--- src/hw/usc_consts.svh ---
// Register map, field positions, reset values and rate constants of the serial configuration block.
`ifndef USC_CONSTS_SVH
`define USC_CONSTS_SVH
`define USC_ADDR_W         8
`define USC_ADDR_CTRL_A    8'h00
`define USC_ADDR_CTRL_B    8'h04
`define USC_ADDR_CTRL_C    8'h08
`define USC_ADDR_DIV_HIGH  8'h0c
`define USC_ADDR_DIV_LOW   8'h10
`define USC_ADDR_DATA      8'h14
`define USC_ADDR_STATUS    8'h18
`define USC_BIT_DSPEED     1
`define USC_BIT_RX_EN      4
`define USC_BIT_TX_EN      3
`define USC_BIT_SIZE_HI    2
`define USC_BIT_POL        0
`define USC_LSB_SIZE_LO    1
`define USC_BIT_STOP       3
`define USC_LSB_MODE       6
`define USC_MODE_SYNC      2'h1
`define USC_RST_CTRL_C     8'h06
`define USC_RST_DIV_HIGH   4'h0
`define USC_RST_DIV_LOW    8'h00
`define USC_DIV_W          12
`define USC_OS_NORMAL      4'hf
`define USC_OS_DOUBLE      4'h7
`define USC_CHAR_W         9
`define USC_FIFO_DEPTH     32
`define USC_RESP_OKAY      2'h0
`define USC_RESP_SLVERR    2'h2
`endif

--- src/hw/usc_pkg.sv ---
// Types shared by the serial configuration block.
package usc_pkg;
  typedef enum logic [3:0] {
    TX_IDLE  = 4'h1,
    TX_START = 4'h2,
    TX_DATA  = 4'h4,
    TX_STOP  = 4'h8
  } usc_tx_state_t;
  typedef enum logic [3:0] {
    RX_IDLE  = 4'h1,
    RX_START = 4'h2,
    RX_DATA  = 4'h4,
    RX_STOP  = 4'h8
  } usc_rx_state_t;
  typedef struct packed {
    logic       sync;
    logic       pol;
    logic       two_stop;
    logic       dspeed;
    logic [2:0] size_code;
  } usc_frame_cfg_t;
endpackage

--- src/hw/usc_top.sv ---
// Serial transceiver with frame format and baud divisor registers over AXI4-Lite.
`timescale 1ns/10ps
`include "usc_consts.svh"
// Notes on behaviour
// - Transmitter sends one stop bit when stop select is 0, two when 1.
// - Receiver checks one stop bit whatever the stop select bit says.
// - Size code 000..011 gives 5..8 data bits, 111 gives 9; 100..110 reserved.
// - Sync polarity 0 launches on rising, samples on falling clock; 1 swaps.
// - Divisor is 12 bits: high register holds 11:8, low register 7:0.
// - Writing the low divisor byte reloads the prescaler at once.
// - High register bits 15:12 read zero, are read-only; software writes zero.
// - Divisor zero gives clock/16 normal, clock/8 double speed.
// - Double speed cuts divider from 16 to 8; ignored in sync mode.
// - Size high bit lives in control B, low two bits in control C.
module usc_fifo #(
  parameter int W = 9,
  parameter int D = 32
) (
  input  wire logic         core_clk,
  input  wire logic         reset,
  input  wire logic         ce,
  input  wire logic         in_valid,
  output logic              in_ready,
  input  wire logic [W-1:0] in_data,
  output logic              out_valid,
  input  wire logic         out_ready,
  output logic [W-1:0]      out_data
);
  localparam int AW = $clog2(D);
  logic [W-1:0]  mem_q [D];
  logic [AW-1:0] wr_q;
  logic [AW-1:0] rd_q;
  logic [AW:0]   cnt_q;
  logic          push;
  logic          pop;

  assign in_ready  = ce && (cnt_q != (AW+1)'(D));
  assign out_valid = ce && (cnt_q != '0);
  assign out_data  = mem_q[rd_q];
  assign push      = in_valid && in_ready;
  assign pop       = out_valid && out_ready;

  always_ff @(posedge core_clk) begin
    if (ce && push) begin
      mem_q[wr_q] <= in_data;
    end
  end

  always_ff @(posedge core_clk or posedge reset) begin
    if (reset) begin
      wr_q  <= '0;
      rd_q  <= '0;
      cnt_q <= '0;
    end else if (ce) begin
      if (push) begin
        wr_q <= AW'(wr_q + 1'b1);
      end
      if (pop) begin
        rd_q <= AW'(rd_q + 1'b1);
      end
      cnt_q <= (AW+1)'(cnt_q + push - pop);
    end
  end
endmodule

module usc_top (
  input  wire logic        core_clk,
  input  wire logic        reset,
  input  wire logic        ce,
  input  wire logic        s_axi_awvalid,
  output logic             s_axi_awready,
  input  wire logic [7:0]  s_axi_awaddr,
  input  wire logic        s_axi_wvalid,
  output logic             s_axi_wready,
  input  wire logic [31:0] s_axi_wdata,
  input  wire logic [3:0]  s_axi_wstrb,
  output logic             s_axi_bvalid,
  input  wire logic        s_axi_bready,
  output logic [1:0]       s_axi_bresp,
  input  wire logic        s_axi_arvalid,
  output logic             s_axi_arready,
  input  wire logic [7:0]  s_axi_araddr,
  output logic             s_axi_rvalid,
  input  wire logic        s_axi_rready,
  output logic [31:0]      s_axi_rdata,
  output logic [1:0]       s_axi_rresp,
  input  wire logic        serial_in_pin,
  output logic             serial_out_pin,
  output logic             sync_clock_pin_o,
  output logic             sync_clock_pin_oe
);
  function automatic logic addr_ok(input logic [7:0] a);
    return a <= `USC_ADDR_STATUS && a[1:0] == 2'h0;
  endfunction

  // Reserved size codes fall back to eight bits so a frame stays well formed.
  function automatic logic [3:0] char_bits(input logic [2:0] code);
    case (code)
      3'h0:    return 4'h5;
      3'h1:    return 4'h6;
      3'h2:    return 4'h7;
      3'h7:    return 4'h9;
      default: return 4'h8;
    endcase
  endfunction

  logic [7:0]  aw_addr_q;
  logic        aw_have_q;
  logic [31:0] w_data_q;
  logic        w_strb0_q;
  logic        w_have_q;
  logic        bvalid_q;
  logic [1:0]  bresp_q;
  logic        rvalid_q;
  logic [31:0] rdata_q;
  logic [1:0]  rresp_q;
  logic [31:0] rd_mux;
  logic        wr_go;
  logic        wr_low;
  logic        rd_go;
  logic        ds_q;
  logic        rx_en_q;
  logic        tx_en_q;
  logic        size_hi_q;
  logic [7:0]  ctrl_c_q;
  logic [3:0]  div_hi_q;
  logic [7:0]  div_lo_q;
  logic [11:0] presc_q;
  logic        tick;
  logic        xck_q;
  logic        launch;
  logic        sample;
  logic [3:0]  os_m1;
  logic [3:0]  nbits;
  usc_pkg::usc_frame_cfg_t cfg;
  usc_pkg::usc_tx_state_t  tx_st_q;
  logic [3:0]  tcnt_q;
  logic [3:0]  tbit_q;
  logic [8:0]  tsh_q;
  logic        tx_out_q;
  logic        tx_step;
  logic        fifo_in_ready;
  logic        fifo_out_valid;
  logic        fifo_out_ready;
  logic [8:0]  fifo_out_data;
  usc_pkg::usc_rx_state_t  rx_st_q;
  logic        rin_m_q;
  logic        rin_q;
  logic [3:0]  rcnt_q;
  logic [3:0]  rbit_q;
  logic [8:0]  rsh_q;
  logic [8:0]  rx_data_q;
  logic        rx_valid_q;
  logic        ferr_q;
  logic        rx_step;

  // Write channel: address and data are taken in either order.
  assign s_axi_awready = ce && !aw_have_q;
  assign s_axi_wready  = ce && !w_have_q;
  assign s_axi_bvalid  = bvalid_q;
  assign s_axi_bresp   = bresp_q;
  // A data write waits while the transmit FIFO is full, stalling the master.
  assign wr_go  = ce && aw_have_q && w_have_q && !bvalid_q
                  && (aw_addr_q != `USC_ADDR_DATA || fifo_in_ready);
  assign wr_low = wr_go && w_strb0_q && aw_addr_q == `USC_ADDR_DIV_LOW;

  always_ff @(posedge core_clk or posedge reset) begin
    if (reset) begin
      aw_have_q <= 1'b0;
      aw_addr_q <= 8'h00;
      w_have_q  <= 1'b0;
      w_data_q  <= 32'h0;
      w_strb0_q <= 1'b0;
      bvalid_q  <= 1'b0;
      bresp_q   <= `USC_RESP_OKAY;
    end else if (ce) begin
      if (s_axi_awvalid && s_axi_awready) begin
        aw_have_q <= 1'b1;
        aw_addr_q <= s_axi_awaddr;
      end else if (wr_go) begin
        aw_have_q <= 1'b0;
      end
      if (s_axi_wvalid && s_axi_wready) begin
        w_have_q  <= 1'b1;
        w_data_q  <= s_axi_wdata;
        w_strb0_q <= s_axi_wstrb[0];
      end else if (wr_go) begin
        w_have_q <= 1'b0;
      end
      if (wr_go) begin
        bvalid_q <= 1'b1;
        bresp_q  <= addr_ok(aw_addr_q) ? `USC_RESP_OKAY : `USC_RESP_SLVERR;
      end else if (s_axi_bready) begin
        bvalid_q <= 1'b0;
      end
    end
  end

  always_ff @(posedge core_clk or posedge reset) begin
    if (reset) begin
      ds_q      <= 1'b0;
      rx_en_q   <= 1'b0;
      tx_en_q   <= 1'b0;
      size_hi_q <= 1'b0;
      ctrl_c_q  <= `USC_RST_CTRL_C;
      div_hi_q  <= `USC_RST_DIV_HIGH;
      div_lo_q  <= `USC_RST_DIV_LOW;
    end else if (wr_go && w_strb0_q) begin
      case (aw_addr_q)
        `USC_ADDR_CTRL_A: ds_q <= w_data_q[`USC_BIT_DSPEED];
        `USC_ADDR_CTRL_B: begin
          rx_en_q   <= w_data_q[`USC_BIT_RX_EN];
          tx_en_q   <= w_data_q[`USC_BIT_TX_EN];
          size_hi_q <= w_data_q[`USC_BIT_SIZE_HI];
        end
        `USC_ADDR_CTRL_C:   ctrl_c_q <= w_data_q[7:0];
        `USC_ADDR_DIV_HIGH: div_hi_q <= w_data_q[3:0];
        `USC_ADDR_DIV_LOW:  div_lo_q <= w_data_q[7:0];
        default: ;
      endcase
    end
  end

  always_comb begin
    cfg.sync      = ctrl_c_q[`USC_LSB_MODE +: 2] == `USC_MODE_SYNC;
    cfg.pol       = ctrl_c_q[`USC_BIT_POL];
    cfg.two_stop  = ctrl_c_q[`USC_BIT_STOP];
    cfg.dspeed    = ds_q;
    cfg.size_code = {size_hi_q, ctrl_c_q[`USC_LSB_SIZE_LO +: 2]};
  end

  assign nbits = char_bits(cfg.size_code);
  assign os_m1 = cfg.dspeed ? `USC_OS_DOUBLE : `USC_OS_NORMAL;

  // Prescaler counts the divisor down; one tick per divisor-plus-one clocks.
  always_ff @(posedge core_clk or posedge reset) begin
    if (reset) begin
      presc_q <= 12'h000;
    end else if (ce) begin
      if (wr_low) begin
        presc_q <= {div_hi_q, w_data_q[7:0]};
      end else if (presc_q == 12'h000) begin
        presc_q <= {div_hi_q, div_lo_q};
      end else begin
        presc_q <= presc_q - 12'h001;
      end
    end
  end

  assign tick = ce && presc_q == 12'h000;

  // Synchronous clock runs free in sync mode so the receiver can work alone.
  always_ff @(posedge core_clk or posedge reset) begin
    if (reset) begin
      xck_q <= 1'b0;
    end else if (ce) begin
      if (!cfg.sync) begin
        xck_q <= 1'b0;
      end else if (tick) begin
        xck_q <= !xck_q;
      end
    end
  end

  assign sync_clock_pin_o  = xck_q;
  assign sync_clock_pin_oe = cfg.sync;
  assign launch = tick && cfg.sync && (xck_q == cfg.pol);
  assign sample = tick && cfg.sync && (xck_q != cfg.pol);
  // Double speed has no effect in sync mode: the bit rate follows the clock.
  assign tx_step = cfg.sync ? launch : (tick && tcnt_q == os_m1);
  assign rx_step = cfg.sync ? sample : (tick && rcnt_q == os_m1);

  usc_fifo #(
    .W(`USC_CHAR_W),
    .D(`USC_FIFO_DEPTH)
  ) u_txfifo (
    .core_clk  (core_clk),
    .reset     (reset),
    .ce        (ce),
    .in_valid  (wr_go && aw_addr_q == `USC_ADDR_DATA),
    .in_ready  (fifo_in_ready),
    .in_data   (w_data_q[8:0]),
    .out_valid (fifo_out_valid),
    .out_ready (fifo_out_ready),
    .out_data  (fifo_out_data)
  );

  assign fifo_out_ready = tx_st_q == usc_pkg::TX_IDLE && tx_en_q
                          && (cfg.sync ? launch : tick);

  always_ff @(posedge core_clk or posedge reset) begin
    if (reset) begin
      tx_st_q  <= usc_pkg::TX_IDLE;
      tcnt_q   <= 4'h0;
      tbit_q   <= 4'h0;
      tsh_q    <= 9'h000;
      tx_out_q <= 1'b1;
    end else if (ce) begin
      if (tick) begin
        tcnt_q <= (tcnt_q == os_m1) ? 4'h0 : 4'(tcnt_q + 1'b1);
      end
      case (tx_st_q)
        usc_pkg::TX_IDLE: begin
          if (fifo_out_valid && fifo_out_ready) begin
            tx_st_q  <= usc_pkg::TX_START;
            tsh_q    <= fifo_out_data;
            tx_out_q <= 1'b0;
            tcnt_q   <= 4'h0;
          end
        end
        usc_pkg::TX_START: begin
          if (tx_step) begin
            tx_st_q  <= usc_pkg::TX_DATA;
            tx_out_q <= tsh_q[0];
            tsh_q    <= {1'b0, tsh_q[8:1]};
            tbit_q   <= 4'h0;
          end
        end
        usc_pkg::TX_DATA: begin
          if (tx_step && tbit_q == 4'(nbits - 1'b1)) begin
            tx_st_q  <= usc_pkg::TX_STOP;
            tx_out_q <= 1'b1;
            tbit_q   <= 4'h0;
          end else if (tx_step) begin
            tx_out_q <= tsh_q[0];
            tsh_q    <= {1'b0, tsh_q[8:1]};
            tbit_q   <= 4'(tbit_q + 1'b1);
          end
        end
        usc_pkg::TX_STOP: begin
          if (tx_step && tbit_q == {3'h0, cfg.two_stop}) begin
            tx_st_q <= usc_pkg::TX_IDLE;
          end else if (tx_step) begin
            tbit_q <= 4'(tbit_q + 1'b1);
          end
        end
        default: tx_st_q <= usc_pkg::TX_IDLE;
      endcase
    end
  end

  assign serial_out_pin = tx_out_q;

  always_ff @(posedge core_clk or posedge reset) begin
    if (reset) begin
      rin_m_q <= 1'b1;
      rin_q   <= 1'b1;
    end else if (ce) begin
      rin_m_q <= serial_in_pin;
      rin_q   <= rin_m_q;
    end
  end

  // Received character is kept until the next frame replaces it; a new frame that lands on the read wins.
  always_ff @(posedge core_clk or posedge reset) begin
    if (reset) begin
      rx_st_q    <= usc_pkg::RX_IDLE;
      rcnt_q     <= 4'h0;
      rbit_q     <= 4'h0;
      rsh_q      <= 9'h000;
      rx_data_q  <= 9'h000;
      rx_valid_q <= 1'b0;
      ferr_q     <= 1'b0;
    end else if (ce) begin
      if (tick) begin
        rcnt_q <= (rcnt_q == os_m1) ? 4'h0 : 4'(rcnt_q + 1'b1);
      end
      if (rd_go && s_axi_araddr == `USC_ADDR_DATA) begin
        rx_valid_q <= 1'b0;
      end
      case (rx_st_q)
        usc_pkg::RX_IDLE: begin
          rsh_q  <= 9'h000;
          rbit_q <= 4'h0;
          if (rx_en_q && !rin_q && cfg.sync && sample) begin
            rx_st_q <= usc_pkg::RX_DATA;
          end else if (rx_en_q && !rin_q && !cfg.sync && tick) begin
            rx_st_q <= usc_pkg::RX_START;
            // Start the count half a bit in so each sample lands mid-bit.
            rcnt_q  <= {1'b0, os_m1[3:1]};
          end
        end
        usc_pkg::RX_START: begin
          if (rx_step) begin
            rx_st_q <= rin_q ? usc_pkg::RX_IDLE : usc_pkg::RX_DATA;
          end
        end
        usc_pkg::RX_DATA: begin
          if (rx_step) begin
            rsh_q[rbit_q] <= rin_q;
            rbit_q        <= 4'(rbit_q + 1'b1);
            if (rbit_q == 4'(nbits - 1'b1)) begin
              rx_st_q <= usc_pkg::RX_STOP;
            end
          end
        end
        usc_pkg::RX_STOP: begin
          if (rx_step) begin
            rx_st_q    <= usc_pkg::RX_IDLE;
            rx_data_q  <= rsh_q;
            ferr_q     <= !rin_q;
            rx_valid_q <= 1'b1;
          end
        end
        default: rx_st_q <= usc_pkg::RX_IDLE;
      endcase
    end
  end

  // Read channel.
  assign s_axi_arready = ce && !rvalid_q;
  assign rd_go         = s_axi_arvalid && s_axi_arready;
  assign s_axi_rvalid  = rvalid_q;
  assign s_axi_rdata   = rdata_q;
  assign s_axi_rresp   = rresp_q;

  always_comb begin
    rd_mux = 32'h0;
    case (s_axi_araddr)
      `USC_ADDR_CTRL_A:   rd_mux[`USC_BIT_DSPEED] = ds_q;
      `USC_ADDR_CTRL_B:   rd_mux[7:0] = {3'h0, rx_en_q, tx_en_q, size_hi_q, 2'h0};
      `USC_ADDR_CTRL_C:   rd_mux[7:0] = ctrl_c_q;
      `USC_ADDR_DIV_HIGH: rd_mux[3:0] = div_hi_q;
      `USC_ADDR_DIV_LOW:  rd_mux[7:0] = div_lo_q;
      `USC_ADDR_DATA:     rd_mux[8:0] = rx_data_q;
      `USC_ADDR_STATUS:   rd_mux[4:0] = {tx_st_q != usc_pkg::TX_IDLE, !fifo_in_ready,
                                         !fifo_out_valid, ferr_q, rx_valid_q};
      default:            rd_mux = 32'h0;
    endcase
  end

  always_ff @(posedge core_clk or posedge reset) begin
    if (reset) begin
      rvalid_q <= 1'b0;
      rdata_q  <= 32'h0;
      rresp_q  <= `USC_RESP_OKAY;
    end else if (ce) begin
      if (rd_go) begin
        rvalid_q <= 1'b1;
        rdata_q  <= rd_mux;
        rresp_q  <= addr_ok(s_axi_araddr) ? `USC_RESP_OKAY : `USC_RESP_SLVERR;
      end else if (s_axi_rready) begin
        rvalid_q <= 1'b0;
      end
    end
  end
endmodule

--- config.mk ---
export PLATFORM = sky130hd
export DESIGN_NAME = usc_top
export DESIGN_NICKNAME = d
export VERILOG_FILES = /design/src/hw/usc_pkg.sv /design/src/hw/usc_top.sv
export VERILOG_INCLUDE_DIRS = /design/src /design/src/hw
export SDC_FILE = /design/constraint.sdc
export NUM_CORES = 1
export LEC_CHECK = 0
export ABC_CLOCK_PERIOD_IN_PS = 11300
export BUFFER_PORTS_ARGS = -buffer_cell sky130_fd_sc_hd__clkbuf_2
export CORE_MARGIN = 4
export CORE_UTILIZATION = 65
export CTS_CLUSTER_SIZE = 12
export DETAILED_ROUTE_END_ITERATION = 8
export PLACE_DENSITY = 0.84
export SYNTH_ARGS = -nofsm -noshare
export SYNTH_HDL_FRONTEND = slang
export SYNTH_SLANG_ARGS = --single-unit
export TNS_END_PERCENT = 5
--- constraint.sdc ---
create_clock -name core_clk -period 11.3 [get_ports core_clk]
set_input_delay 2.26 -clock core_clk [delete_from_list [all_inputs] [get_ports core_clk]]
set_output_delay 2.26 -clock core_clk [all_outputs]
set_load 0.005 [all_outputs]
* Yosys cells after proc, flatten, opt, wreduce, memory -nomap -nowiden
Memory sizes are Yosys's and may differ from the RTL's.
Index checks and enable logic that the tools add are counted.
** Cells by class
- Muxes and demuxes :: 71
- $lt $le $gt $ge :: 4
- Eq/ne operators :: 45
- Add/sub/neg operators :: 10
- Reductions and logical operators :: 84
** Operators by type and width (number)
- 4-bit two-way mux :: 25
- 4-bit one-hot mux with 4 select lines :: 3
- 8-bit by 5-bit == test with 1-bit output, second input constant :: 5
- 1-bit logical AND :: 37
- 9-bit two-way mux :: 4
- 8-bit by 4-bit == test with 1-bit output, second input constant :: 4
- 2-bit AND reduction :: 16
- 9-bit one-hot mux with 3 select lines :: 1
- 12-bit two-way mux :: 2
- 1-bit two-way mux :: 22
- 2-bit inequality test, second input constant :: 9
- 9-bit one-hot mux with 2 select lines :: 1
- 4-bit by 1-bit adder with 4-bit output, second input constant :: 4
- 4-bit == test :: 4
- 8-bit by 3-bit == test with 1-bit output, second input constant :: 2
- 8-bit by 5-bit <= comparator with 1-bit output, second input constant :: 2
- 8-bit logical NOT :: 2
- 12-bit logical NOT :: 1
- 2-bit one-hot mux with 6 select lines :: 1
- 4-bit one-hot mux with 3 select lines :: 1
- 12-bit by 1-bit subtractor with 12-bit output, second input constant :: 1
- 5-bit by 1-bit adder with 5-bit output, second input constant :: 2
- 1-bit one-hot mux with 5 select lines :: 2
- 2-bit nonzero test :: 5
- 39 further kinds :: 58
** Storage, ports and cells
- Bits in writable memories :: 288
- Memories :: 1
- Register bits :: 144
- Word-level logic and storage cells :: 251
- Input port bits :: 61
- Output and inout port bits :: 44
** Memory list
- u_txfifo.mem_q :: depth 32, bits a word 9, read ports 1, clocked after memory_dff 0, wr ports 1, line usc_top.sv:30 : logic [W-1:0] mem_q [D];

* Depth between registers and ports, before layout
Gate-level depths: netlist (run 1).
- Word-level depth :: 9
- Gate-level depth with buffers :: 18
- Gate-level depth less buffers :: 17

* Hierarchy
Synthesis (run 1) repeated with hierarchy kept, for this count alone.
** Second synthesis, totals
- Cell total of the unflattened synthesis :: 1319
- Area, all modules :: 18944.4 sq um
** Modules (own cells, without submodules)
- usc_fifo :: times used 1, seq. area each 9048.7 sq um, cells an instance 618, area each 12175.4 sq um
- usc_top :: times used 1, seq. area each 3161.8 sq um, cells an instance 701, area each 6769.0 sq um

* Worst setup path before layout (run 1)
OpenSTA, ideal clock, no wires.
- Path kind :: input to output
- From :: input port ce
- To :: output port s_axi_awready
- Path buffers :: 1
- Data arrival time :: 2.675 ns
- Stages :: 3
- Required time :: 9.040 ns
- Path slack :: 6.365 ns
- Cell sequence :: inv_1 > clkbuf_1 > nor2_1
** On the way
- Cells in the longest elaborated chain, start to end :: 1
** Ends and longest elaborated chain
- start: declaration :: line usc_top.sv:69 : input wire logic ce,
- 1-bit logical AND :: line usc_top.sv:158 : assign s_axi_awready = ce && !aw_have_q;
- end: declaration :: line usc_top.sv:71 : output logic s_axi_awready,
No other way between the ends.

* Final worst setup path (run 1)
- From :: input port ce
- To :: output port s_axi_wready
** On the way
- Cells in the longest elaborated chain, start to end :: 1
** Ends and longest elaborated chain
- 1-bit logical AND :: line usc_top.sv:159 : assign s_axi_wready = ce && !w_have_q;
- end: declaration :: line usc_top.sv:74 : output logic s_axi_wready,
No other way between the ends.

==> metrics.md, run 1 <==
| Metric | Value |
|---|---|
| GRT met3 Usage | `0.05574` |
| Overall power of the completed layout | `about 3.9 mW` |
| Routed WL | `roughly 43000 microns` |
| Max Clock Skew | `approximately 0.012 ns` |
| Number of warnings issued by yosys | `0` |
| Worst VDD drop | `~250 uV` |
| Cell count after synthesis | `between 1k and 1.5k` |
| Routability congestion estimate from global placement | `roughly 0.86` |
| Slew at the pin closest to its max-slew limit | `about 1.3 ns` |
| Std-Cell Core Area | `approximately 29000 sq um` |
| Largest stage delay on the critical path | `~0.43 ns` |
| Share of flip-flops with an asynchronous set or reset after synthesis | `0.3302` |
| First-pass GRT wire length | `about 67000 microns` |
| Average detailed-routed wire length per instance | `24.23 microns` |
| Number of flip-flops and latches in the synthesized netlist | `430` |
| Number of buffers inserted for hold repair after clock tree synthesis | `0` |
| Delay-heaviest family, CP | `buffers and inverters` |
| Endpoint kind of the worst setup timing path | `output port` |
| Leading cell type in the layout, fill and taps excluded | `sky130_fd_sc_hd__edfxtp_1` |
| Mean area per synthesized cell | `14.46 sq um` |
| IO buf count | `53` |
| Total I/O pin count | `about 110` |
| Slew Viols, Final | `0` |
| Row Count | `a little over 60` |
| Overall overflow remaining after global route | `0` |
| Final #Nets | `around 1.4k` |
| Power Density | `between 150 and 200 nW/um^2` |
| Total clock sinks | `430` |
| Count of endpoints failing hold in the final timing report | `0` |
| Count of unique library cells instantiated by Yosys | `77` |
| Total CTS buffers | `43` |
| Data required time of the worst path | `roughly 9 ns` |
| Final critical-path share of the clock period | `0.5168` |
| Unrepaired setup endpoints after global routing | `no` |
| Global routing's busiest layer | `met2` |
| Via count of the first global-routing pass | `around 12k` |
| Post-Syn Area | `between 15000 and 20000 sq um` |
| Clock H-tree levels | `2` |
| Clk_lat worst skew | `~0.55 ns` |
| Residual antenna-violating net count after detailed routing | `0` |
| Area of the multi-input gates | `between 6000 and 7000 sq um` |
| Critical path's slowest cell | `sky130_fd_sc_hd__buf_4` |
| Clk root buf | `sky130_fd_sc_hd__clkbuf_16` |
| Global Route met2 Usage | `0.4385` |
| Outcome | `finished clean` |
| CP Buf/Inv Count | `4` |
| All-layer global routing usage | `0.2760` |
| Worst-case setup slack after placement | `5.494 ns` |
| Initial core utilization | `0.6585` |
| Post-DP HPWL | `about 25000 microns` |
| DRC marker count from the first detailed-route iteration | `around 1.4k` |
| Register-to-Register Setup Slack | `6.86 ns` |
| Clock edge transition at the registers on the reported setup and hold paths | `roughly 0.060 ns` |
| Fraction of final layout cells sized beyond drive strength 1 | `0.1961` |
| Setup Buffers After CTS | `0` |
| Number of iterations in the first detailed-routing pass | `6` |
| Minimum setup slack in the final design | `approximately 5.5 ns` |
| TritonCTS clock tree | `yes` |
| Critical path start-end classification | `in2out` |
| Global routing usage on met1 | `0.3961` |
| Minimum period implied by the final worst setup slack | `~5.8 ns` |
| Die height | `about 180 microns` |
| Sequential-to-total area share from yosys stat | `0.6460` |
| Setup tns final | `0 ns` |
| Number of vias per cell after detailed routing | `about 6.6` |
| Fillers | `between 1.5k and 2k` |
| Worst path most repeated cell | `sky130_fd_sc_hd__clkbuf_2` |
| Maximum capacitance violations | `0` |
| Vias after detailed routing | `roughly 12k` |
| Arrival time at the worst endpoint | `between 3 and 4 ns` |
| Overall die width | `between 150 and 200 microns` |
| Number of buffers between clock root and the deepest sink | `3` |
| Growth of design area from synthesis to finish | `9.466%` |
| Drt drc | `0` |
| Critical path cell sequence | `clkbuf_2, buf_4, inv_1, nor2_1, clkbuf_2` |
| Final setup violation count | `0` |
| Maximum clock frequency | `roughly 170 MHz` |
| Worst min-delay path category | `reg2reg` |
| Seq. cell area | `approximately 12000 sq um` |
| Antenna violations before repair | `0` |
| Worst-path fanout max | `52` |
| Most common flop cell mapped by yosys | `sky130_fd_sc_hd__edfxtp_1` |
| Normalized max-slew margin | `0.1278` |
| Number of enable flip-flop cells after synthesis | `between 200 and 300` |
| PostCTS Resize Cnt | `0` |
| Maximum number of pins on one net before global-route repair | `86` |
| Static leakage | `roughly 7.4 nW` |
| Die area | `between 30000 and 40000 sq um` |
| Crit start category | `primary input` |
| Most frequent cells in the layout | `sky130_fd_sc_hd__edfxtp_1, sky130_fd_sc_hd__dfrtp_1, sky130_fd_sc_hd__nor2_1` |
## cells in the mapped netlist, types with 6 or more instances
master / instances / share of area
sky130_fd_sc_hd__buf_4: 25 / 0.0099
sky130_fd_sc_hd__nor3_1: 7 / 0.0019
sky130_fd_sc_hd__mux2i_1: 59 / 0.031
sky130_fd_sc_hd__xnor2_1: 14 / 0.0065
sky130_fd_sc_hd__a221oi_1: 11 / 0.0051
sky130_fd_sc_hd__nor4_1: 9 / 0.0030
sky130_fd_sc_hd__a31oi_1: 9 / 0.0030
sky130_fd_sc_hd__nor2_1: 101 / 0.020
sky130_fd_sc_hd__dfstp_2: 7 / 0.0097
sky130_fd_sc_hd__o21ai_0: 54 / 0.014
sky130_fd_sc_hd__nand4_1: 12 / 0.0040
sky130_fd_sc_hd__a21oi_1: 43 / 0.011
sky130_fd_sc_hd__ha_1: 23 / 0.015
sky130_fd_sc_hd__dfrtp_1: 135 / 0.18
sky130_fd_sc_hd__xor2_1: 10 / 0.0046
sky130_fd_sc_hd__nand3_1: 22 / 0.0058
sky130_fd_sc_hd__clkbuf_1: 36 / 0.0071
sky130_fd_sc_hd__a21o_1: 7 / 0.0028
sky130_fd_sc_hd__buf_2: 15 / 0.0040
sky130_fd_sc_hd__and2_1: 6 / 0.0020
sky130_fd_sc_hd__a22o_1: 15 / 0.0070
sky130_fd_sc_hd__o41ai_1: 8 / 0.0037
sky130_fd_sc_hd__mux4_2: 55 / 0.066
sky130_fd_sc_hd__nor2b_1: 13 / 0.0043
sky130_fd_sc_hd__o211ai_1: 6 / 0.0024
sky130_fd_sc_hd__o31ai_1: 14 / 0.0056
sky130_fd_sc_hd__mux2_2: 69 / 0.041
sky130_fd_sc_hd__nand2b_1: 10 / 0.0033
sky130_fd_sc_hd__a22oi_1: 8 / 0.0032
sky130_fd_sc_hd__nand2_1: 78 / 0.015
sky130_fd_sc_hd__edfxtp_1: 288 / 0.46
sky130_fd_sc_hd__buf_1: 12 / 0.0024
sky130_fd_sc_hd__inv_1: 34 / 0.0068
sky130_fd_sc_hd__o22ai_1: 9 / 0.0030
sky130_fd_sc_hd__a211oi_1: 12 / 0.0048
## sequential cells by signal, summed over array words and instances (netlist names), 9 cells and up
signal          cells
presc_q            12
rsh_q               9
rx_data_q           9
s_axi_rdata         9
tsh_q               9
u_txfifo.mem_q    288
w_data_q            9
## cells by family (layout without fill, tap and decap cells)
| family | Yosys count | count (layout) | share of synthesized area |
|---|---|---|---|
| flops | 430 | 430 | 0.6460 |
| simple gates | 303 | 303 | 0.08109 |
| compound gates | 219 | 219 | 0.07699 |
| mux | 183 | 183 | 0.1379 |
| buf+inv | 123 | 179 | 0.03045 |
| fa+ha+maj | 24 | 24 | 0.01628 |
| xor+xnor | 24 | 24 | 0.01112 |
| other cells | 1 | 26 | 0.0001984 |
## report_power, final
group | switching [mW] | internal (mW)
Sequential | 0.159 | 1.94
Clock | 0.586 | 0.744
Combinational | 0.286 | 0.165
## path summary, 6_finish.rpt
kind | depth (start not counted) | to | startpoint
setup reg to reg | 15 | u_txfifo.cnt_q[4] | presc_q[6]
hold reg to reg | 2 | s_axi_rdata[8] | s_axi_rdata[8]
hold / removal | 2 | s_axi_rdata[8] | s_axi_rdata[8]
max in group asynchronous | 3 | u_txfifo.rd_q[0] | reset
setup / recovery | 5 | s_axi_wready | ce
min in group asynchronous | 2 | aw_addr_q[7] | reset
## area by class of cell
| type | count | area share |
|---|---|---|
| antenna | 1 | 0.0001209 |
| clock buffer | 74 | 0.05926 |
| clock inverter | 5 | 0.003024 |
| inverter | 34 | 0.006410 |
| multi-input combinational | 778 | 0.2999 |
| sequential | 430 | 0.5905 |
| tap | 384 | 0.02322 |
| timing repair buffer | 66 | 0.01754 |
## layer usage
layer | up-vias | wire length [microns] | share of wire
met2 | 738 | 20880 | 0.49
met5 | - | 0 | 0
met3 | 103 | 4426 | 0.10
li1 | 5049 | - | -
met4 | 0 | 1167 | 0.027
met1 | 5873 | 16470 | 0.38
## worst reg2reg max path: cells and delay by family (launching register included)
kind / cells / cell delay, ns
mux: 1 / 0.14
compound gates: 1 / 0.07
xor+xnor: 1 / 0.13
buf+inv: 3 / 0.20
flops: 1 / 0.43
simple gates: 6 / 2.46
fa+ha+maj: 3 / 0.92
## stage by stage
stage	hold slack (ns)	utilization	area, sq um	instances
after floorplan	0.4400	-	18990	1331
after global placement	0.4516	0.6759	19400	1692
after detailed placement	0.4638	0.6759	19400	1692
after CTS	0.4766	0.7208	20690	1771
after global routing	0.4972	0.7208	20690	1771
final	0.4717	0.7209	20690	1772
No activity file was read; power rests on OpenSTA's default activity.
==> run 2, diff against run 1 <==
--- a/config.mk
+++ b/config.mk
@@ -6,13 +6,13 @@
 export SDC_FILE = /design/constraint.sdc
 export NUM_CORES = 1
 export LEC_CHECK = 0
-export ABC_CLOCK_PERIOD_IN_PS = 11300
+export ABC_CLOCK_PERIOD_IN_PS = 4700
 export BUFFER_PORTS_ARGS = -buffer_cell sky130_fd_sc_hd__clkbuf_2
 export CORE_MARGIN = 4
-export CORE_UTILIZATION = 65
+export CORE_UTILIZATION = 55
 export CTS_CLUSTER_SIZE = 12
 export DETAILED_ROUTE_END_ITERATION = 8
-export PLACE_DENSITY = 0.84
+export PLACE_DENSITY = 0.76
 export SYNTH_ARGS = -nofsm -noshare
 export SYNTH_HDL_FRONTEND = slang
 export SYNTH_SLANG_ARGS = --single-unit
==> constraint.sdc (replaced) <==
create_clock -name core_clk -period 4.7 [get_ports core_clk]
set_input_delay 0.94 -clock core_clk [delete_from_list [all_inputs] [get_ports core_clk]]
set_output_delay 0.94 -clock core_clk [all_outputs]
set_load 0.005 [all_outputs]
==> run 2 against run 1 <==
First-iteration DRC count decreased by 17%. Power grew 140%. Via count decreased by 2.8%. Critical path depth up 13. Flip-flop and latch count is the same. Worst setup slack got worse by 4.4 ns. Cell area rose by 1.7%. Global-route usage decreased by 5.5 points. Sequential power increased by 130%. Sequential share of layout area down 0.98 points. Routed wire length down 4.0%. Worst hold slack improved by 0.011 ns. Largest power group unchanged.
==> metrics.md, run 2 (synthesized netlist as in run 1, its figures left out) <==
| Metric | Value |
|---|---|
| Final #Nets | `between 1k and 1.5k` |
| Registers with the most flip-flops | `u_txfifo.mem_q (288), presc_q (12)` |
| Arrival time at the worst endpoint | `between 4 and 5 ns` |
| Count of endpoints failing hold in the final timing report | `0` |
| Clk_lat worst skew | `0.54 ns` |
| Via count of the first global-routing pass | `around 12k` |
| Worst hold margin | `roughly 0.48 ns` |
| Worst VDD drop | `around 510 uV` |
| Slew at the pin closest to its max-slew limit | `about 1.1 ns` |
| Register-to-Register Setup Slack | `1.09 ns` |
| Maximum capacitance violations | `0` |
| Fillers | `between 2k and 2.5k` |
| Total I/O pin count | `105` |
| Number of vias per cell after detailed routing | `roughly 6.1` |
| DRC marker count from the first detailed-route iteration | `approximately 1.2k` |
| Routed WL | `41240 microns` |
| Worst-path fanout max | `22` |
| Average detailed-routed wire length per instance | `roughly 22 microns` |
| Maximum number of pins on one net before global-route repair | `a little over 100` |
| Final critical-path share of the clock period | `0.7684` |
| Count of placed standard cells including taps | `roughly 1.8k` |
| Comb pwr share | `0.128` |
| Data required time of the worst path | `approximately 5.2 ns` |
| All-layer global routing usage | `0.2207` |
| Vias after detailed routing | `11.44k` |
| Setup tns final | `0 ns` |
| Slew Viols, Final | `0` |
| Total CTS buffers | `44` |
| IO buf count | `53` |
| Crit start category | `flip-flop` |
| Max reg flops | `288` |
| Overall power of the completed layout | `about 9.4 mW` |
| Overall die width | `just under 200 microns` |
| Layout Utilization | `0.6243` |
| Total clock sinks | `between 400 and 500` |
| PostCTS Resize Cnt | `0` |
| Seq. cell area | `~12000 sq um` |
| Std-Cell Core Area | `33700 sq um` |
| Clk root buf | `sky130_fd_sc_hd__clkbuf_16` |
| Maximum clock frequency | `around 280 MHz` |
| Die area | `about 37000 sq um` |
| Flop pwr share | `0.522` |
| Critical path start-end classification | `reg2reg` |
| Routability congestion estimate from global placement | `roughly 0.86` |
| Register containing the most flip-flops in the final layout | `u_txfifo.mem_q` |
| Power Density | `446.9 nW/um^2` |
| Number of buffers between clock root and the deepest sink | `3` |
| Clock edge transition at the registers on the reported setup and hold paths | `approximately 0.060 ns` |
| Setup Buffers After CTS | `0` |
| Residual antenna-violating net count after detailed routing | `0` |
| Row Count | `67` |
| Max Clock Skew | `0.01104 ns` |
| Die height | `a little under 200 microns` |
| Overall overflow remaining after global route | `0` |
| Fraction of final layout cells sized beyond drive strength 1 | `0.2147` |
| Post-DP HPWL | `approximately 26000 microns` |
| Final setup violation count | `0` |
| Outcome | `finished clean` |
| Endpoint kind of the worst setup timing path | `flip-flop` |
| Net switching power of the design | `around 2.4 mW` |
| Share of total power consumed by net switching | `0.2593` |
| Total inserted antenna cells | `0` |
| Area of the multi-input gates | `6206 sq um` |
| Share of total power in the clock network | `0.349` |
| Number of iterations in the first detailed-routing pass | `7` |
| Drt drc | `0` |
| Number of buffers inserted for hold repair after clock tree synthesis | `0` |
| Worst min-delay path category | `reg2reg` |
| Most frequent cells in the layout | `sky130_fd_sc_hd__edfxtp_1, sky130_fd_sc_hd__dfrtp_1, sky130_fd_sc_hd__nor2_1` |
| Static leakage | `7.600 nW` |
| First-pass GRT wire length | `between 60000 and 70000 microns` |
| TritonCTS clock tree | `yes` |
| Cell internal pwr | `between 6 and 7 mW` |
| Normalized max-slew margin | `0.2557` |
| Clock H-tree levels | `2` |
| Leading cell type in the layout, fill and taps excluded | `sky130_fd_sc_hd__edfxtp_1` |
| Antenna violations before repair | `1` |
| Minimum period implied by the final worst setup slack | `~3.6 ns` |
| Growth of design area from synthesis to finish | `11.31%` |
| Final Non-Filler Cells | `~1.9k` |
| Unrepaired setup endpoints after global routing | `no` |
| Initial core utilization | `0.5609` |
-- run 2: cell types whose count changed in the layout (fill, tap and decap cells not counted), sizes merged --
cell	change
bufinv	+1
diode	-1
clkinvlp	+1
inv	-3
clkinv	+3
buf	+27
-- run 2: worst max-delay path, stage by stage, from the launching register on --
cell,delay [ns]
sky130_fd_sc_hd__dfrtp_1,0.42
sky130_fd_sc_hd__or3_1,0.50
sky130_fd_sc_hd__nand4b_2,0.24
sky130_fd_sc_hd__buf_4,0.24
sky130_fd_sc_hd__nor2_1,0.12
sky130_fd_sc_hd__buf_4,0.15
sky130_fd_sc_hd__and3_1,0.15
sky130_fd_sc_hd__buf_4,0.21
sky130_fd_sc_hd__ha_1,0.25
sky130_fd_sc_hd__inv_1,0.06
sky130_fd_sc_hd__ha_1,0.16
sky130_fd_sc_hd__inv_1,0.06
sky130_fd_sc_hd__fa_1,0.42
sky130_fd_sc_hd__inv_1,0.07
sky130_fd_sc_hd__a21oi_1,0.06
sky130_fd_sc_hd__nor2_1,0.09
sky130_fd_sc_hd__nor2_1,0.05
sky130_fd_sc_hd__xor2_1,0.13
sky130_fd_sc_hd__mux2i_1,0.13
-- run 2: path summary, 6_finish.rpt --
kind	startpoint	to	depth (start not counted)
worst max-delay path	presc_q[6]	u_txfifo.cnt_q[4]	18
worst min-delay path	rx_valid_q	rx_valid_q	2
worst max register to register	presc_q[6]	u_txfifo.cnt_q[4]	18
worst min register to register	rx_valid_q	rx_valid_q	2
max in group asynchronous	reset	ctrl_c_q[1]	3
min in group asynchronous	reset	presc_q[10]	2
-- run 2: through the flow --
stage          cell area [sq um]  setup slack (ns)
2_1_floorplan              19000             1.441
3_3_place_gp               19690            0.9623
3_5_place_dp               19690            0.8733
4_1_cts                    21040             1.121
5_1_grt                    21040            0.8517
6_report                   21040             1.088
-- run 2: routing by layer --
| metal | global-route usage | wire (microns) | up-vias | part of all wire |
|---|---|---|---|---|
| met4 | 0.05796 | 923 | 0 | 0.022 |
| met5 | 0 | 0 | - | 0 |
| li1 | - | - | 5111 | - |
| met3 | 0.03496 | 3294 | 70 | 0.080 |
| met2 | 0.3462 | 19600 | 513 | 0.48 |
| met1 | 0.3284 | 17420 | 5744 | 0.42 |
-- run 2: final cells by class --
type | count | area share
sequential | 430 | 0.5807
clock buffer | 74 | 0.06024
timing repair buffer | 93 | 0.02747
tap | 448 | 0.02664
multi-input combinational | 778 | 0.2950
clock inverter | 7 | 0.003746
inverter | 34 | 0.006244
-- run 2: power groups by stage --
stage | logic, mW | clock network [mW] | registers, mW
floorplan | 0.618 | 0 | 5.05
global placement | 1.14 | 0 | 4.97
detailed placement | 1.21 | 0 | 4.98
CTS | 1.21 | 3.33 | 4.91
global route | 1.33 | 3.52 | 4.95
finish | 1.21 | 3.28 | 4.91
==> run 3, diff against run 2 <==
--- a/config.mk
+++ b/config.mk
@@ -6,13 +6,14 @@
 export SDC_FILE = /design/constraint.sdc
 export NUM_CORES = 1
 export LEC_CHECK = 0
-export ABC_CLOCK_PERIOD_IN_PS = 4700
+export ABC_AREA = 1
+export ABC_CLOCK_PERIOD_IN_PS = 3450
 export BUFFER_PORTS_ARGS = -buffer_cell sky130_fd_sc_hd__clkbuf_2
 export CORE_MARGIN = 4
-export CORE_UTILIZATION = 55
+export CORE_UTILIZATION = 61
 export CTS_CLUSTER_SIZE = 12
 export DETAILED_ROUTE_END_ITERATION = 8
-export PLACE_DENSITY = 0.76
+export PLACE_DENSITY = 0.8
 export SYNTH_ARGS = -nofsm -noshare
 export SYNTH_HDL_FRONTEND = slang
 export SYNTH_SLANG_ARGS = --single-unit
==> constraint.sdc (replaced) <==
create_clock -name core_clk -period 3.45 [get_ports core_clk]
set_input_delay 0.69 -clock core_clk [delete_from_list [all_inputs] [get_ports core_clk]]
set_output_delay 0.69 -clock core_clk [all_outputs]
set_load 0.005 [all_outputs]
==> run 3 against run 2 <==
Clock skew up 0.0053 ns. Worst hold slack worse by 0.34 ns. Worst setup slack worse by 0.81 ns. Fmax up 14%. Critical path depth unchanged. Routed wire length up 13%. Cell area up 4.2%. Final cell count up 35%. First-iteration DRC count up 34%. Die area down 6.0%. Largest power group unchanged.
==> metrics.md, run 3 <==
| Metric | Value |
|---|---|
| Summed area of non-filler cells in the final layout | `about 22000 sq um` |
| Total inserted antenna cells | `0` |
| Endpoint kind of the worst setup timing path | `flip-flop` |
| Top routing layer in use | `met4` |
| First-pass GRT wire length | `around 75000 microns` |
| Worst min-delay path category | `in2async` |
| All-layer global routing usage | `0.2640` |
| Final setup violation count | `0` |
| Total I/O pin count | `~110` |
| TritonCTS clock tree | `yes` |
| Number of buffers inserted for hold repair after clock tree synthesis | `0` |
| Static leakage | `between 8 and 9 nW` |
| Most common flop cell mapped by yosys | `sky130_fd_sc_hd__edfxtp_1` |
| Worst-case setup slack after placement | `just under 0.04 ns` |
| First element of the critical path | `presc_q[0]` |
| Number of buffers between clock root and the deepest sink | `3` |
| Arrival time at the worst endpoint | `3.59 ns` |
| Register containing the most flip-flops in the final layout | `u_txfifo.mem_q` |
| Number of vias per cell after detailed routing | `about 5.8` |
| Outcome | `finished clean` |
| Maximum capacitance violations | `0` |
| DRC marker count from the first detailed-route iteration | `approximately 1.6k` |
| Number of flip-flops and latches in the synthesized netlist | `430` |
| Number of warnings issued by yosys | `0` |
| Routability congestion estimate from global placement | `0.8984` |
| Crit start category | `flip-flop` |
| Std-Cell Core Area | `roughly 32000 sq um` |
| Registers with the most flip-flops | `u_txfifo.mem_q (288), presc_q (12)` |
| Average detailed-routed wire length per instance | `about 18 microns` |
| Clock H-tree levels | `2` |
| Largest stage delay on the critical path | `0.39 ns` |
| Met3 wire length | `around 4000 microns` |
| Maximum number of pins on one net before global-route repair | `between 80 and 90` |
| Growth of design area from synthesis to finish | `11.63%` |
| Leading cell type in the layout, fill and taps excluded | `sky130_fd_sc_hd__nand2_1` |
| Number of iterations in the first detailed-routing pass | `6` |
| Final critical-path share of the clock period | `0.9202` |
| Slew at the pin closest to its max-slew limit | `roughly 1.1 ns` |
| Post-Syn Area | `around 20000 sq um` |
| Initial core utilization | `0.6210` |
| Critical path cell sequence | `inv_1, ha_1, inv_1, nor3_4, nand2_4, nor2_8, nand3_4, inv_2, ha_1, inv_1, ha_1, inv_1, fa_1, inv_1, a21oi_1, o21ai_1, xnor2_1, o21ai_0` |
| Normalized max-slew margin | `0.2821` |
| Minimum period implied by the final worst setup slack | `approximately 3.2 ns` |
| Critical path start-end classification | `reg2reg` |
| Drt drc | `0` |
| Worst-path fanout max | `7` |
| Die height | `between 150 and 200 microns` |
| Number of enable flip-flop cells after synthesis | `approximately 290` |
| Via count of the first global-routing pass | `around 14k` |
| Worst hold margin | `0.1433 ns` |
| Antenna violations before repair | `0` |
| Critical path's slowest cell | `sky130_fd_sc_hd__dfrtp_1` |
| Total CTS buffers | `45` |
| Vias after detailed routing | `~15k` |
| Routed WL | `46540 microns` |
| Total clock sinks | `430` |
| Commonest cells in the netlist | `sky130_fd_sc_hd__nand2_1, sky130_fd_sc_hd__nor2_1, sky130_fd_sc_hd__edfxtp_1` |
| Row Count | `65` |
| Detailed-route wire length on metal 1 | `around 19000 microns` |
| Worst VDD drop | `~800 uV` |
| Clk_lat worst skew | `about 0.55 ns` |
| Most frequent cells in the layout | `sky130_fd_sc_hd__nand2_1, sky130_fd_sc_hd__nor2_1, sky130_fd_sc_hd__edfxtp_1` |
| Synth area leaders | `sky130_fd_sc_hd__edfxtp_1, sky130_fd_sc_hd__dfrtp_1, sky130_fd_sc_hd__nand2_1` |
| Post-DP HPWL | `slightly above 30000 microns` |
| Overall power of the completed layout | `13.57 mW` |
| Fraction of final layout cells sized beyond drive strength 1 | `0.1173` |
| Unrepaired setup endpoints after global routing | `no` |
| Power Density | `a little over 600 nW/um^2` |
| Overall overflow remaining after global route | `0` |
| Die area | `35150 sq um` |
| Sequential-to-total area share from yosys stat | `0.6215` |
| IO buf count | `53` |
| Biggest area consumer among synthesized cells | `sky130_fd_sc_hd__edfxtp_1` |
| Setup tns final | `0 ns` |
| Count of endpoints failing hold in the final timing report | `0` |
| Count of unique library cells instantiated by Yosys | `49` |
| Max Clock Skew | `0.01632 ns` |
| Mean area per synthesized cell | `a little under 10 sq um` |
| Share of flip-flops with an asynchronous set or reset after synthesis | `0.3302` |
| Cell count after synthesis | `about 2.0k` |
| Residual antenna-violating net count after detailed routing | `0` |
| Data required time of the worst path | `a little under 4 ns` |
| Startpoint of the most critical register-to-register path | `presc_q[0]` |
| Most frequently used cell type in the post-synthesis netlist | `sky130_fd_sc_hd__nand2_1` |
| Worst path most repeated cell | `sky130_fd_sc_hd__inv_1` |
| Area fraction of the dominant cell type after synthesis | `0.4402` |
| Clock edge transition at the registers on the reported setup and hold paths | `approximately 0.06 ns` |
| Slew Viols, Final | `0` |
| Overall die width | `about 190 microns` |
| Total placed instance area | `between 20000 and 25000 sq um` |
| Maximum clock frequency | `about 310 MHz` |
| Clk root buf | `sky130_fd_sc_hd__clkbuf_16` |
| Minimum setup slack in the final design | `about 0.28 ns` |
| Max reg flops | `approximately 290` |
| Routed wl met2 | `approximately 22000 microns` |
| Final #Nets | `around 2.2k` |
## run 3: path summary, 6_finish.rpt
path                                           to  slack (ns)  cells after the start
worst max-delay path            u_txfifo.cnt_q[4]        0.28                     18
min in group core_clk                     rin_m_q        0.38                      3
worst max register to register  u_txfifo.cnt_q[4]        0.28                     18
max in group asynchronous                   rin_q        2.56                      3
worst min-delay path            u_txfifo.cnt_q[3]        0.14                      2
worst min register to register            rin_m_q        0.47                      2
## run 3: layer usage
metal | up-vias | GRT usage
li1 | 6867 | -
met1 | 6903 | 0.3738
met2 | 736 | 0.4190
met3 | 122 | 0.03770
met4 | 0 | 0.1059
met5 | - | 0
## run 3: cells by family after synthesis
logic type | synth area share
other cells | 0.0001909
xor+xnor | 0.01025
mux | 0.002292
compound gates | 0.09393
buf+inv | 0.05540
flops | 0.6215
fa+ha+maj | 0.01567
simple gates | 0.2008
## run 3: layout make-up
cell class              instances  area (sq um)
clock buffers                  71          1326
clock inverters                 8         72.57
fillers                      2237          9703
inverters                     152         575.6
multi-input cells            1337          6445
flip-flops and latches        430         12220
well taps                     402         503.0
repair buffers                117         795.8
## run 3: what timing repair did
item	CTS	global route
setup endpoints to repair	0	1
resized for setup	0	4
setup buffers	0	0
## run 3: where the power goes
group / total [mW] / switching [mW] / internal, mW
clock network: 4.60 / 1.90 / 2.70
logic: 2.11 / 1.49 / 0.622
registers: 6.85 / 0.492 / 6.36
total: 13.6 / 3.88 / 9.69
## run 3: worst max-delay path, delay by kind of cell (launching register included)
| kind | cells | cell delay, ns |
|---|---|---|
| adders and majority gates | 4 | 1.04 |
| xor gates and xnor gates | 1 | 0.14 |
| and+or+nand+nor | 4 | 0.60 |
| DFF | 1 | 0.39 |
| AOI/OAI and AO/OA | 3 | 0.32 |
| buffers and inverters | 6 | 0.57 |
## run 3: metrics by stage
stage,instances,util
finish,2517,0.6933
global placement,2438,0.6489
detailed placement,2438,0.6489
floorplan,2020,-
global route,2517,0.6933
CTS,2517,0.6931
